`config.mk`:
```
export PLATFORM = sky130hd
export DESIGN_NAME = mcw_cmd_seq
export DESIGN_NICKNAME = d
export VERILOG_FILES = /design/src/verilog/mcw_pkg.sv /design/src/verilog/mcw_walk_if.sv /design/src/verilog/mcw_cmd_seq.sv /design/src/verilog/mcw_walker.sv
export VERILOG_INCLUDE_DIRS = /design/src /design/src/verilog
export SDC_FILE = /design/constraint.sdc
export NUM_CORES = 2
export LEC_CHECK = 0
export BUFFER_PORTS_ARGS = -buffer_cell sky130_fd_sc_hd__buf_2
export CAP_MARGIN = 20
export CORE_MARGIN = 1.5
export CORE_UTILIZATION = 40
export DETAILED_ROUTE_END_ITERATION = 12
export PLACE_DENSITY_LB_ADDON = 0.1
export SYNTH_ARGS = -nofsm -noshare
export SYNTH_HDL_FRONTEND = slang
export SYNTH_SLANG_ARGS = --single-unit
```
`constraint.sdc`:
```
create_clock -name clock -period 14.55 [get_ports clock]
set_clock_uncertainty 0.2 [all_clocks]
set_input_delay 2.91 -clock clock [delete_from_list [all_inputs] [get_ports clock]]
set_output_delay 2.91 -clock clock [all_outputs]
set_load 0.005 [all_outputs]
```
`src/verilog/mcw_defines.svh`:
```
// Constants of the media command sequencer and its block walker.
// Assumes inclusion by bare name from the package and the design modules.
//
// Notes on behaviour
// Source starts each sequence with a flush
// Pipe select skippable if media already selected; code flags a missing select only before the first flush
// Base-address state precedes other setup state
// Repeated state commands: newest one wins
// Setup needs base, front-end, descriptor commands
// Front-end state discards, regenerates return handles
// State fence unlocks pipelined state changes
// Source disables arbitration around barrier groups
// Flush separates compute and media primitives; code does not flag a persist command after compute
// Walker runs five nested loops with steps
// Each walker: resolution, start, outer, inner
// Coordinates are unitless, user-defined units
// Step components are signed
// Steps above one skip rows or columns
// Software walks blocks, not pixels
// Inner loop dual mode, extra middle steps
// Output equals global plus local position
// Middle loop bounded by extra step count
// Dual mode alternates between two half-walks
// One request per coordinate, stall when busy
`ifndef MCW_DEFINES_SVH
`define MCW_DEFINES_SVH

// ----------------------------------------------------------------
// Widths and fields
// ----------------------------------------------------------------
`define MCW_CW 12
`define MCW_AW 8
`define MCW_X_FLD 11:0
`define MCW_Y_FLD 27:16
`define MCW_UNIT 12'sh001
`define MCW_ZERO 12'sh000
`define MCW_HCNT_FLD 7:0
`define MCW_HLEN_FLD 15:8
`define MCW_WMARK_FLD 7:0
`define MCW_DUAL_BIT 0
`define MCW_REPEL_BIT 1
`define MCW_ATTR_BIT 2
`define MCW_EXTRA_FLD 15:8
`define MCW_MODE_W 16
`define MCW_ERR_W 5
`define MCW_ERR_FLD 5:1
`define MCW_START_BIT 0

// ----------------------------------------------------------------
// Register offsets
// ----------------------------------------------------------------
`define MCW_REG_CTRL 8'h00
`define MCW_REG_STATUS 8'h04
`define MCW_REG_GRES 8'h08
`define MCW_REG_GSTART 8'h0C
`define MCW_REG_GOUT 8'h10
`define MCW_REG_GIN 8'h14
`define MCW_REG_LRES 8'h18
`define MCW_REG_LSTART 8'h1C
`define MCW_REG_LOUT 8'h20
`define MCW_REG_LIN 8'h24
`define MCW_REG_LMID 8'h28
`define MCW_REG_MODE 8'h2C
`define MCW_REG_BASE 8'h30
`define MCW_REG_FESTATE 8'h34
`define MCW_REG_IFDESC 8'h38
`define MCW_REG_HANDLE 8'h3C

`endif

```
`src/verilog/mcw_pkg.sv`:
```
// Types shared by the command sequencer and the block walker.
// Assumes the constants header is on the include path.
`include "mcw_defines.svh"
package mcw_pkg;
  typedef logic signed [`MCW_CW-1:0] mcw_coord_t;

  typedef struct packed {
    mcw_coord_t x;
    mcw_coord_t y;
  } mcw_vec_s;

  typedef struct packed {
    mcw_vec_s gRes;
    mcw_vec_s gStart;
    mcw_vec_s gOut;
    mcw_vec_s gIn;
    mcw_vec_s lRes;
    mcw_vec_s lStart;
    mcw_vec_s lOut;
    mcw_vec_s lIn;
    mcw_vec_s lMid;
    logic dual;
    logic [7:0] extra;
  } mcw_walk_cfg_s;

  // Command opcodes seen on the command port
  typedef enum logic [3:0] {
    OP_FLUSH = 4'h0,
    OP_PIPE_SEL = 4'h1,
    OP_BASE_ADDR = 4'h2,
    OP_SYS_ROUTINE = 4'h3,
    OP_FRONT_END = 4'h4,
    OP_CURBE = 4'h5,
    OP_IF_DESC = 4'h6,
    OP_MEDIA_OBJ = 4'h7,
    OP_WALK = 4'h8,
    OP_FENCE = 4'h9,
    OP_COMPUTE = 4'hA,
    OP_BARRIER = 4'hB,
    OP_ARB = 4'hC,
    OP_PERSIST = 4'hD
  } mcw_op_e;

  typedef enum {PRIM_NONE, PRIM_MEDIA, PRIM_COMPUTE} mcw_prim_e;
endpackage

```
`src/verilog/mcw_walk_if.sv`:
```
// Link between the command sequencer and the block walker.
// Assumes both ends share one clock.
`timescale 1ns/10ps
interface mcw_walk_if;
  logic start;
  logic busy;
  mcw_pkg::mcw_walk_cfg_s cfg;
  logic outValid;
  logic outReady;
  mcw_pkg::mcw_vec_s outPos;
  logic outSlice;

  modport walker (input start, input cfg, input outReady,
    output busy, output outValid, output outPos, output outSlice);
  modport ctrl (output start, output cfg, output outReady,
    input busy, input outValid, input outPos, input outSlice);
endinterface

```
`src/verilog/mcw_cmd_seq.sv`:
```
// Media command sequencer: checks command order, keeps state, runs walker.
// Assumes an APB master on the same clock and a same-clock command source.
//
// Added by the designer: the address map and register access over APB.
`timescale 1ns/10ps
`include "mcw_defines.svh"
module mcw_cmd_seq (
  input wire logic clock,
  input wire logic arst_n,
  input wire logic psel,
  input wire logic penable,
  input wire logic pwrite,
  input wire logic [`MCW_AW-1:0] paddr,
  input wire logic [31:0] pwdata,
  output logic [31:0] prdata,
  output logic pready,
  output logic pslverr,
  input wire logic cmdValid,
  output logic cmdReady,
  input wire logic [3:0] cmdOp,
  input wire logic [31:0] cmdData,
  output logic threadValid,
  input wire logic threadReady,
  output logic [`MCW_CW-1:0] threadX,
  output logic [`MCW_CW-1:0] threadY,
  output logic threadSlice
);
  mcw_walk_if wk ();
  mcw_pkg::mcw_op_e op;
  mcw_pkg::mcw_prim_e lastPrim_r;
  mcw_pkg::mcw_walk_cfg_s cfg_r;
  logic [`MCW_MODE_W-1:0] mode_r;
  logic [31:0] base_r, sysRoutine_r, feState_r, curbe_r, ifDesc_r;
  logic [31:0] barrier_r;
  logic [7:0] watermark_r, handleCnt_r, handleTarget_r;
  logic [`MCW_ERR_W-1:0] err_r, errSet, errClr;
  logic flushSeen_r, baseSeen_r, feSeen_r, idSeen_r, primLock_r;
  logic arbOn_r, mediaSel_r, startReq_r;
  logic take, isState, setupOk, wrEn, rdSetup, mapped;
  logic [31:0] rdData;

  // ----------------------------------------------------------------
  // Helpers
  // ----------------------------------------------------------------
  function automatic mcw_pkg::mcw_vec_s unpackVec(logic [31:0] d);
    mcw_pkg::mcw_vec_s v;
    v.x = d[`MCW_X_FLD];
    v.y = d[`MCW_Y_FLD];
    return v;
  endfunction

  function automatic logic [31:0] packVec(mcw_pkg::mcw_vec_s v);
    logic [31:0] d;
    d = 32'h0000_0000;
    d[`MCW_X_FLD] = v.x;
    d[`MCW_Y_FLD] = v.y;
    return d;
  endfunction

  // ----------------------------------------------------------------
  // Command decode
  // ----------------------------------------------------------------
  assign op = mcw_pkg::mcw_op_e'(cmdOp);
  assign cmdReady = !wk.busy && !startReq_r;
  assign take = cmdValid && cmdReady;
  assign isState = op == mcw_pkg::OP_SYS_ROUTINE ||
                   op == mcw_pkg::OP_FRONT_END || op == mcw_pkg::OP_CURBE ||
                   op == mcw_pkg::OP_IF_DESC || op == mcw_pkg::OP_BARRIER;
  assign setupOk = baseSeen_r && feSeen_r && idSeen_r;

  // Sequence error detection, five bits, bit 0 shared by two misuses
  always_comb begin
    errSet = '0;
    if (take) begin
      errSet[0] = !flushSeen_r && op != mcw_pkg::OP_FLUSH;
      errSet[1] = isState && !baseSeen_r;
      errSet[2] = (op == mcw_pkg::OP_MEDIA_OBJ || op == mcw_pkg::OP_WALK ||
                   op == mcw_pkg::OP_PERSIST) && !setupOk;
      errSet[3] = (isState || op == mcw_pkg::OP_BASE_ADDR) && primLock_r;
      errSet[4] = (op == mcw_pkg::OP_COMPUTE &&
                   lastPrim_r == mcw_pkg::PRIM_MEDIA) ||
                  ((op == mcw_pkg::OP_MEDIA_OBJ || op == mcw_pkg::OP_WALK) &&
                   lastPrim_r == mcw_pkg::PRIM_COMPUTE);
      errSet[0] = errSet[0] | (op == mcw_pkg::OP_MEDIA_OBJ && !mediaSel_r &&
                               !flushSeen_r);
    end
  end

  // Sequence flags and primitive lock
  always_ff @(posedge clock or negedge arst_n) begin
    if (!arst_n) begin
      flushSeen_r <= 1'b0;
      baseSeen_r <= 1'b0;
      feSeen_r <= 1'b0;
      idSeen_r <= 1'b0;
      primLock_r <= 1'b0;
      mediaSel_r <= 1'b0;
      lastPrim_r <= mcw_pkg::PRIM_NONE;
    end else if (take) begin
      case (op)
        mcw_pkg::OP_FLUSH: begin
          flushSeen_r <= 1'b1;
          primLock_r <= 1'b0;
          lastPrim_r <= mcw_pkg::PRIM_NONE;
        end
        mcw_pkg::OP_PIPE_SEL: mediaSel_r <= cmdData[0];
        mcw_pkg::OP_BASE_ADDR: baseSeen_r <= 1'b1;
        mcw_pkg::OP_FRONT_END: feSeen_r <= 1'b1;
        mcw_pkg::OP_IF_DESC: idSeen_r <= 1'b1;
        mcw_pkg::OP_FENCE: primLock_r <= 1'b0;
        mcw_pkg::OP_MEDIA_OBJ, mcw_pkg::OP_WALK, mcw_pkg::OP_PERSIST: begin
          primLock_r <= 1'b1;
          lastPrim_r <= mcw_pkg::PRIM_MEDIA;
        end
        mcw_pkg::OP_COMPUTE: begin
          primLock_r <= 1'b1;
          lastPrim_r <= mcw_pkg::PRIM_COMPUTE;
        end
        default: primLock_r <= primLock_r;
      endcase
    end
  end

  // State storage: newest command of each type overwrites
  always_ff @(posedge clock or negedge arst_n) begin
    if (!arst_n) begin
      base_r <= 32'h0000_0000;
      sysRoutine_r <= 32'h0000_0000;
      feState_r <= 32'h0000_0000;
      curbe_r <= 32'h0000_0000;
      ifDesc_r <= 32'h0000_0000;
      barrier_r <= 32'h0000_0000;
      watermark_r <= 8'h00;
      arbOn_r <= 1'b1;
    end else if (take) begin
      case (op)
        mcw_pkg::OP_BASE_ADDR: base_r <= cmdData;
        mcw_pkg::OP_SYS_ROUTINE: sysRoutine_r <= cmdData;
        mcw_pkg::OP_FRONT_END: feState_r <= cmdData;
        mcw_pkg::OP_CURBE: curbe_r <= cmdData;
        mcw_pkg::OP_IF_DESC: ifDesc_r <= cmdData;
        mcw_pkg::OP_BARRIER: barrier_r <= cmdData;
        mcw_pkg::OP_FENCE: watermark_r <= cmdData[`MCW_WMARK_FLD];
        mcw_pkg::OP_ARB: arbOn_r <= cmdData[0];
        default: base_r <= base_r;
      endcase
    end
  end

  // Return handles: discard on front-end state, then rebuild one a cycle
  always_ff @(posedge clock or negedge arst_n) begin
    if (!arst_n) begin
      handleCnt_r <= 8'h00;
      handleTarget_r <= 8'h00;
    end else if (take && op == mcw_pkg::OP_FRONT_END) begin
      handleCnt_r <= 8'h00;
      handleTarget_r <= cmdData[`MCW_HCNT_FLD];
    end else if (handleCnt_r < handleTarget_r) begin
      handleCnt_r <= handleCnt_r + 8'h01;
    end
  end

  // Walker launch from a walk command or from the control register
  always_ff @(posedge clock or negedge arst_n) begin
    if (!arst_n) begin
      startReq_r <= 1'b0;
    end else if (startReq_r) begin
      startReq_r <= 1'b0;
    end else if ((take && op == mcw_pkg::OP_WALK) ||
                 (wrEn && paddr == `MCW_REG_CTRL &&
                  pwdata[`MCW_START_BIT] && !wk.busy)) begin
      startReq_r <= 1'b1;
    end
  end

  // ----------------------------------------------------------------
  // APB slave, zero wait states
  // ----------------------------------------------------------------
  assign pready = 1'b1;
  assign wrEn = psel && penable && pwrite && mapped;
  assign rdSetup = psel && !penable;
  assign mapped = paddr <= `MCW_REG_HANDLE && paddr[1:0] == 2'b00;
  assign pslverr = psel && penable && !mapped;
  assign errClr = (wrEn && paddr == `MCW_REG_STATUS) ?
                  pwdata[`MCW_ERR_FLD] : '0;

  // Sticky errors, a new event beats a clear
  always_ff @(posedge clock or negedge arst_n) begin
    if (!arst_n) begin
      err_r <= '0;
    end else begin
      err_r <= (err_r & ~errClr) | errSet;
    end
  end

  // Walker configuration registers, see
  always_ff @(posedge clock or negedge arst_n) begin
    if (!arst_n) begin
      cfg_r <= '0;
      mode_r <= '0;
    end else if (wrEn) begin
      case (paddr)
        `MCW_REG_GRES: cfg_r.gRes <= unpackVec(pwdata);
        `MCW_REG_GSTART: cfg_r.gStart <= unpackVec(pwdata);
        `MCW_REG_GOUT: cfg_r.gOut <= unpackVec(pwdata);
        `MCW_REG_GIN: cfg_r.gIn <= unpackVec(pwdata);
        `MCW_REG_LRES: cfg_r.lRes <= unpackVec(pwdata);
        `MCW_REG_LSTART: cfg_r.lStart <= unpackVec(pwdata);
        `MCW_REG_LOUT: cfg_r.lOut <= unpackVec(pwdata);
        `MCW_REG_LIN: cfg_r.lIn <= unpackVec(pwdata);
        `MCW_REG_LMID: cfg_r.lMid <= unpackVec(pwdata);
        `MCW_REG_MODE: begin
          mode_r <= pwdata[`MCW_MODE_W-1:0];
          cfg_r.dual <= pwdata[`MCW_DUAL_BIT];
          cfg_r.extra <= pwdata[`MCW_EXTRA_FLD];
        end
        default: mode_r <= mode_r;
      endcase
    end
  end

  // Read multiplexer
  always_comb begin
    rdData = 32'h0000_0000;
    case (paddr)
      `MCW_REG_STATUS: begin
        rdData[0] = wk.busy;
        rdData[`MCW_ERR_FLD] = err_r;
        rdData[6] = baseSeen_r;
        rdData[7] = feSeen_r;
        rdData[8] = idSeen_r;
        rdData[9] = handleCnt_r == handleTarget_r;
        rdData[10] = primLock_r;
        rdData[11] = arbOn_r;
      end
      `MCW_REG_GRES: rdData = packVec(cfg_r.gRes);
      `MCW_REG_GSTART: rdData = packVec(cfg_r.gStart);
      `MCW_REG_GOUT: rdData = packVec(cfg_r.gOut);
      `MCW_REG_GIN: rdData = packVec(cfg_r.gIn);
      `MCW_REG_LRES: rdData = packVec(cfg_r.lRes);
      `MCW_REG_LSTART: rdData = packVec(cfg_r.lStart);
      `MCW_REG_LOUT: rdData = packVec(cfg_r.lOut);
      `MCW_REG_LIN: rdData = packVec(cfg_r.lIn);
      `MCW_REG_LMID: rdData = packVec(cfg_r.lMid);
      `MCW_REG_MODE: rdData = {16'h0000, mode_r};
      `MCW_REG_BASE: rdData = base_r;
      `MCW_REG_FESTATE: rdData = feState_r;
      `MCW_REG_IFDESC: rdData = ifDesc_r ^ curbe_r ^ sysRoutine_r ^ barrier_r;
      `MCW_REG_HANDLE: rdData = {watermark_r, 8'h00, handleTarget_r,
                                 handleCnt_r};
      default: rdData = 32'h0000_0000;
    endcase
  end

  // Read data captured in the setup cycle
  always_ff @(posedge clock or negedge arst_n) begin
    if (!arst_n) begin
      prdata <= 32'h0000_0000;
    end else if (rdSetup) begin
      prdata <= rdData;
    end
  end

  // ----------------------------------------------------------------
  // Walker and thread request port
  // ----------------------------------------------------------------
  assign wk.start = startReq_r;
  assign wk.cfg = cfg_r;
  assign wk.outReady = threadReady;
  assign threadValid = wk.outValid;
  assign threadX = wk.outPos.x;
  assign threadY = wk.outPos.y;
  assign threadSlice = wk.outSlice;

  mcw_walker u_walker (
    .clock(clock),
    .arst_n(arst_n),
    .wk(wk.walker)
  );
endmodule

```
`src/verilog/mcw_walker.sv`:
```
// Five-level block walker producing one coordinate per request.
// Assumes a stable configuration while busy and a same-clock consumer.
`timescale 1ns/10ps
`include "mcw_defines.svh"
module mcw_walker (
  input wire logic clock,
  input wire logic arst_n,
  mcw_walk_if.walker wk
);
  mcw_pkg::mcw_vec_s go_r, gi_r, lo_r, lm_r, li_r, pos_r;
  mcw_pkg::mcw_vec_s go_nxt, gi_nxt, lo_nxt, lm_nxt, li_nxt, pos_nxt;
  logic [7:0] midCnt_r, midCnt_nxt;
  logic phase_r, phase_nxt, busy_r, done, fire;

  // ----------------------------------------------------------------
  // Vector helpers
  // ----------------------------------------------------------------
  function automatic mcw_pkg::mcw_vec_s vadd(mcw_pkg::mcw_vec_s a,
                                             mcw_pkg::mcw_vec_s b);
    mcw_pkg::mcw_vec_s s;
    s.x = a.x + b.x;
    s.y = a.y + b.y;
    return s;
  endfunction

  function automatic logic inBox(mcw_pkg::mcw_vec_s p,
                                 mcw_pkg::mcw_vec_s r);
    return p.x >= `MCW_ZERO && p.x < r.x && p.y >= `MCW_ZERO && p.y < r.y;
  endfunction

  // Horizontal mirror of a local position inside the block
  function automatic mcw_pkg::mcw_vec_s mirror(mcw_pkg::mcw_vec_s p,
                                               mcw_pkg::mcw_vec_s r);
    mcw_pkg::mcw_vec_s m;
    m.x = r.x - p.x - `MCW_UNIT;
    m.y = p.y;
    return m;
  endfunction

  // Inner loop goes on while in box and, in dual mode, converging
  function automatic logic innerOk(mcw_pkg::mcw_vec_s p,
                                   mcw_pkg::mcw_walk_cfg_s c);
    return inBox(p, c.lRes) && (!c.dual || mirror(p, c.lRes).x > p.x);
  endfunction

  assign fire = busy_r && wk.outReady;
  assign wk.busy = busy_r;
  assign wk.outValid = busy_r;
  assign wk.outPos = pos_r;
  assign wk.outSlice = phase_r;

  // ----------------------------------------------------------------
  // Loop advance chain, innermost level first
  // ----------------------------------------------------------------
  always_comb begin
    go_nxt = go_r;
    gi_nxt = gi_r;
    lo_nxt = lo_r;
    lm_nxt = lm_r;
    li_nxt = li_r;
    midCnt_nxt = midCnt_r;
    phase_nxt = 1'b0;
    done = 1'b0;
    if (wk.cfg.dual && !phase_r) begin
      phase_nxt = 1'b1; // Second half-walk takes its turn, see
    end else if (innerOk(vadd(li_r, wk.cfg.lIn), wk.cfg)) begin
      li_nxt = vadd(li_r, wk.cfg.lIn); // Signed steps, see
    end else if (midCnt_r < wk.cfg.extra &&
                 inBox(vadd(lm_r, wk.cfg.lMid), wk.cfg.lRes)) begin
      lm_nxt = vadd(lm_r, wk.cfg.lMid);
      li_nxt = lm_nxt;
      midCnt_nxt = midCnt_r + 8'h01;
    end else if (inBox(vadd(lo_r, wk.cfg.lOut), wk.cfg.lRes)) begin
      lo_nxt = vadd(lo_r, wk.cfg.lOut);
      lm_nxt = lo_nxt;
      li_nxt = lo_nxt;
      midCnt_nxt = 8'h00;
    end else begin
      lo_nxt = wk.cfg.lStart;
      lm_nxt = wk.cfg.lStart;
      li_nxt = wk.cfg.lStart;
      midCnt_nxt = 8'h00;
      if (inBox(vadd(gi_r, wk.cfg.gIn), wk.cfg.gRes)) begin
        gi_nxt = vadd(gi_r, wk.cfg.gIn);
      end else if (inBox(vadd(go_r, wk.cfg.gOut), wk.cfg.gRes)) begin
        go_nxt = vadd(go_r, wk.cfg.gOut);
        gi_nxt = go_nxt;
      end else begin
        done = 1'b1;
      end
    end
    // Emitted point is global plus local position, see
    pos_nxt = phase_nxt ? vadd(gi_nxt, mirror(li_nxt, wk.cfg.lRes))
                        : vadd(gi_nxt, li_nxt);
  end

  // Busy flag: start loads, final fire ends
  always_ff @(posedge clock or negedge arst_n) begin
    if (!arst_n) begin
      busy_r <= 1'b0;
    end else if (!busy_r && wk.start) begin
      busy_r <= 1'b1;
    end else if (fire && done) begin
      busy_r <= 1'b0;
    end
  end

  // Loop positions, held while the consumer stalls, see
  always_ff @(posedge clock or negedge arst_n) begin
    if (!arst_n) begin
      go_r <= '0;
      gi_r <= '0;
      lo_r <= '0;
      lm_r <= '0;
      li_r <= '0;
      pos_r <= '0;
      midCnt_r <= 8'h00;
      phase_r <= 1'b0;
    end else if (!busy_r && wk.start) begin
      go_r <= wk.cfg.gStart;
      gi_r <= wk.cfg.gStart;
      lo_r <= wk.cfg.lStart;
      lm_r <= wk.cfg.lStart;
      li_r <= wk.cfg.lStart;
      pos_r <= vadd(wk.cfg.gStart, wk.cfg.lStart);
      midCnt_r <= 8'h00;
      phase_r <= 1'b0;
    end else if (fire && !done) begin
      go_r <= go_nxt;
      gi_r <= gi_nxt;
      lo_r <= lo_nxt;
      lm_r <= lm_nxt;
      li_r <= li_nxt;
      pos_r <= pos_nxt;
      midCnt_r <= midCnt_nxt;
      phase_r <= phase_nxt;
    end
  end
endmodule

```
==> metrics.yaml <==
status:
  status: "completed"
synth:
  synthTopCellsByArea: "dfrtp_1 41%, mux2_2 11%, ha_1 9.6%"
  synth_edf_count: 0
  synthCells: 3877
  ys_warn_count: 0
  syn_area_per_cell_um2: 10.1
  synth_fp_nets: 4288
  yosys.area.top_type_share_pct: 40.6
  yosys.area.top_type: "dfrtp_1"
  synth.most_common_cell: "dfrtp_1"
  synth_cell_types: 89
  ys_ff_latch: 640
  async_flop_share_pct: 100
  ys_seq_area_share_pct: 40.7
  yosys-top-cells-count: "639 x dfrtp_1, 375 x mux2_2, 344 x nand2_1, 303 x ha_1, 289 x o21ai_0"
  netlist_area_um2: 39400
  synth_ff_type: "dfrtp_1"
layout:
  area_delta_synth_final_pct: 12.4
  register_area_um2: 16000
  drive_gt1_share_pct: 18.8
  fin_util_pct: 45.5
  nets: 4399
  multiInputGateArea_um2: 22200
  final_cells: 5316
  fill_cells: 9204
power_and_ir_drop:
  p_seq_share_pct: 37.9
  p_sw_mw: 2.28
  switching_share_pct: 34.5
  p_clk_share_pct: 29.7
  internal_power_mw: 4.35
  power_density_nw_per_um2: 150
  combPwrFrac_pct: 32.4
  p_leak_nw: 21.0
  vdd_ir_drop_max_v: 0.000121
clock_tree:
  cts_inserted_buffers: 75
  clock_path_buffers: 3
  cts_tree: "done"
  clock-sinks: 640
  worstSkewPairLatency_ns: 0.65
  cts-hold-fix-buffers: 0
  clk_pin_slew_ns: 0.06
  cts_setup_buffers: 0
  clk_root_buffer_cell: "clkbuf_16"
  cts.htree.levels: 3
  cts_resized: 0
setup_path:
  arrival_ns: 10.59
  end_kind: "register"
  cp_slowest_cell: "o21ai_0"
  start_kind: "register"
  critPathMaxFanout: 7
  r2r_setup_slack_ns: 4.27
  crit_required_ns: 14.86
  slowest_delay_ns: 0.66
  path_class: "reg2reg"
floorplanning:
  die_w_um: 317
  num_rows: 114
  die-area_um2: 100000
  core-area_um2: 97100
  die_h_um: 317
  io_pins: 144
  start_util_pct: 40.5
grt:
  overflow: 0
  grt_pass1_wl_um: 207000
  grt_max_degree: 157
  grt_use_total_pct: 28.3
  antenna_found_initial: 13
  first_global_vias: 29900
sta:
  fin_setup_tns_ns: 0
  rsz0062_at_grt: "no"
  worst_pin_slew_ns: 1.00
  slew_violations: 0
  hold_violations: 0
  relSlewSlack_pct: 31.3
  setup_viol: 0
  fmax_ghz: 0.0973
  period_share_pct: 70.6
  fin_crit_ns: 10.28
drt:
  vias: 30800
  wire_per_inst_um: 26.6
  ant_nets: 0
  wirelength_um: 141000
  initialDrtViolationCount: 2652
  vias_per_cell: 5.80
  drc: 0
  drtPass1Iterations: 5
worst_hold_path:
  timing.hold.worst.class: "reg2reg"
placed_design:
  dp_hpwl_um: 104000
  dpl.cell_count: 5186
  finalWeightedCongestion: 0.954
  port_buffers: 138
flow_run:
  cap_violations: 0
==> power by group through the flow <==
stage / Sequential [mW] / Clock [mW] / Combinational, mW
floorplan: 2.41 / 0 / 1.63
global placement: 2.53 / 0 / 2.12
CTS: 2.51 / 2.00 / 2.16
global route: 2.56 / 2.07 / 2.41
finish: 2.51 / 1.97 / 2.15
detailed placement: 2.54 / 0 / 2.15
==> final timing paths <==
check	end	depth (start not counted)	start
worst max-delay path	u_walker.wk.outPos[23]$_DFFE_PN0P_	45	cfg_r[45]$_DFFE_PN0P_
worst min-delay path	flushSeen_r$_DFFE_PN0P_	1	flushSeen_r$_DFFE_PN0P_
worst max register to register	u_walker.wk.outPos[23]$_DFFE_PN0P_	45	cfg_r[45]$_DFFE_PN0P_
worst min register to register	flushSeen_r$_DFFE_PN0P_	1	flushSeen_r$_DFFE_PN0P_
max in group asynchronous	ifDesc_r[9]$_DFFE_PN0P_	4	arst_n
min in group asynchronous	u_walker.wk.outPos[12]$_DFFE_PN0P_	1	arst_n
==> routing by layer <==
metal | routed length (um) | up-vias | GRT usage [%]
met5 | 82 | - | 0
met4 | 3190 | 14 | 7.16
met3 | 12300 | 176 | 7.78
met2 | 59800 | 1049 | 41.5
met1 | 66200 | 15300 | 41.1
li1 | - | 14200 | -
==> per-stage QoR <==
stage | hold WS, ns | worst slack (ns) | cell area [um2] | power, mW
6_report | 0.262 | 4.27 | 44200 | 6.63
5_1_grt | 0.288 | 3.62 | 44200 | 7.05
4_1_cts | 0.263 | 4.34 | 44200 | 6.67
3_5_place_dp | 0.249 | 4.36 | 41700 | 4.68
3_3_place_gp | 0.240 | 4.43 | 41700 | 4.65
2_1_floorplan | 0.229 | 5.90 | 39400 | 4.04
==> placed cells by master (no fill, tap or decap), drive strengths merged, types with 9 or more instances in the layout <==
| master | netlist | routed |
|---|---|---|
| dfrtp | 639 | 639 |
| clkbuf | 152 | 108 |
| a21oi | 237 | 237 |
| nand3 | 88 | 88 |
| o31ai | 10 | 10 |
| nand2 | 344 | 344 |
| nor3 | 33 | 33 |
| a21o | 63 | 63 |
| xor2 | 65 | 65 |
| nor2 | 191 | 191 |
| a221o | 9 | 9 |
| inv | 174 | 177 |
| o21bai | 50 | 50 |
| o22ai | 28 | 28 |
| nor2b | 23 | 23 |
| mux2 | 375 | 375 |
| a221oi | 38 | 38 |
| a22o | 24 | 24 |
| o21a | 14 | 14 |
| nand2b | 44 | 44 |
| and3 | 23 | 23 |
| xnor2 | 209 | 209 |
| a31oi | 13 | 13 |
| a222oi | 16 | 16 |
| nor4 | 10 | 10 |
| a211oi | 32 | 32 |
| buf | 26 | 212 |
| ha | 303 | 303 |
| nand4 | 13 | 13 |
| mux2i | 102 | 102 |
| o21ai | 294 | 294 |
| a22oi | 92 | 92 |
| o211ai | 26 | 26 |
| fa | 25 | 25 |
==> kinds of logic (layout without fill, tap and decap cells) <==
kind of cell | Yosys count | after routing | share of synthesized area (%)
flip-flops | 640 | 640 | 40.7
multiplexers | 477 | 477 | 13.3
buffers and inverters | 352 | 512 | 3.43
XOR/XNOR | 274 | 274 | 6.12
AO/OA/AOI/OAI | 1000 | 1000 | 16.3
other | 1 | 4 | 0.00953
adder cells (fa/ha/maj) | 332 | 332 | 11.0
AND/OR/NAND/NOR | 801 | 801 | 9.06
==> layout make-up <==
type                       count  area share, %
multi-input combinational   2885           50.1
sequential                   640           36.2
clock buffer                 108           5.03
tap                         1276           3.61
timing repair buffer         212           2.92
inverter                     174           1.48
clock inverter                18          0.636
antenna                        3         0.0170
==> critical path: cells and delay by family (launching register included) <==
kind,cells,cell delay (ns)
buffers and inverters,4,0.34
DFF,1,0.43
muxes,1,0.34
adders and majority gates,7,2.04
xor gates and xnor gates,6,1.13
and+or+nand+nor,9,1.74
AOI/OAI and AO/OA,18,3.90
==> state kept, by name, summed over array words and instances, names as in the netlist, 32 cells and up <==
name,cells
barrier_r,32
cfg_r,224
prdata,32
feState_r,32
curbe_r,32
base_r,32
ifDesc_r,32
sysRoutine_r,32
Note: power is estimated with default switching activity, not from simulation.
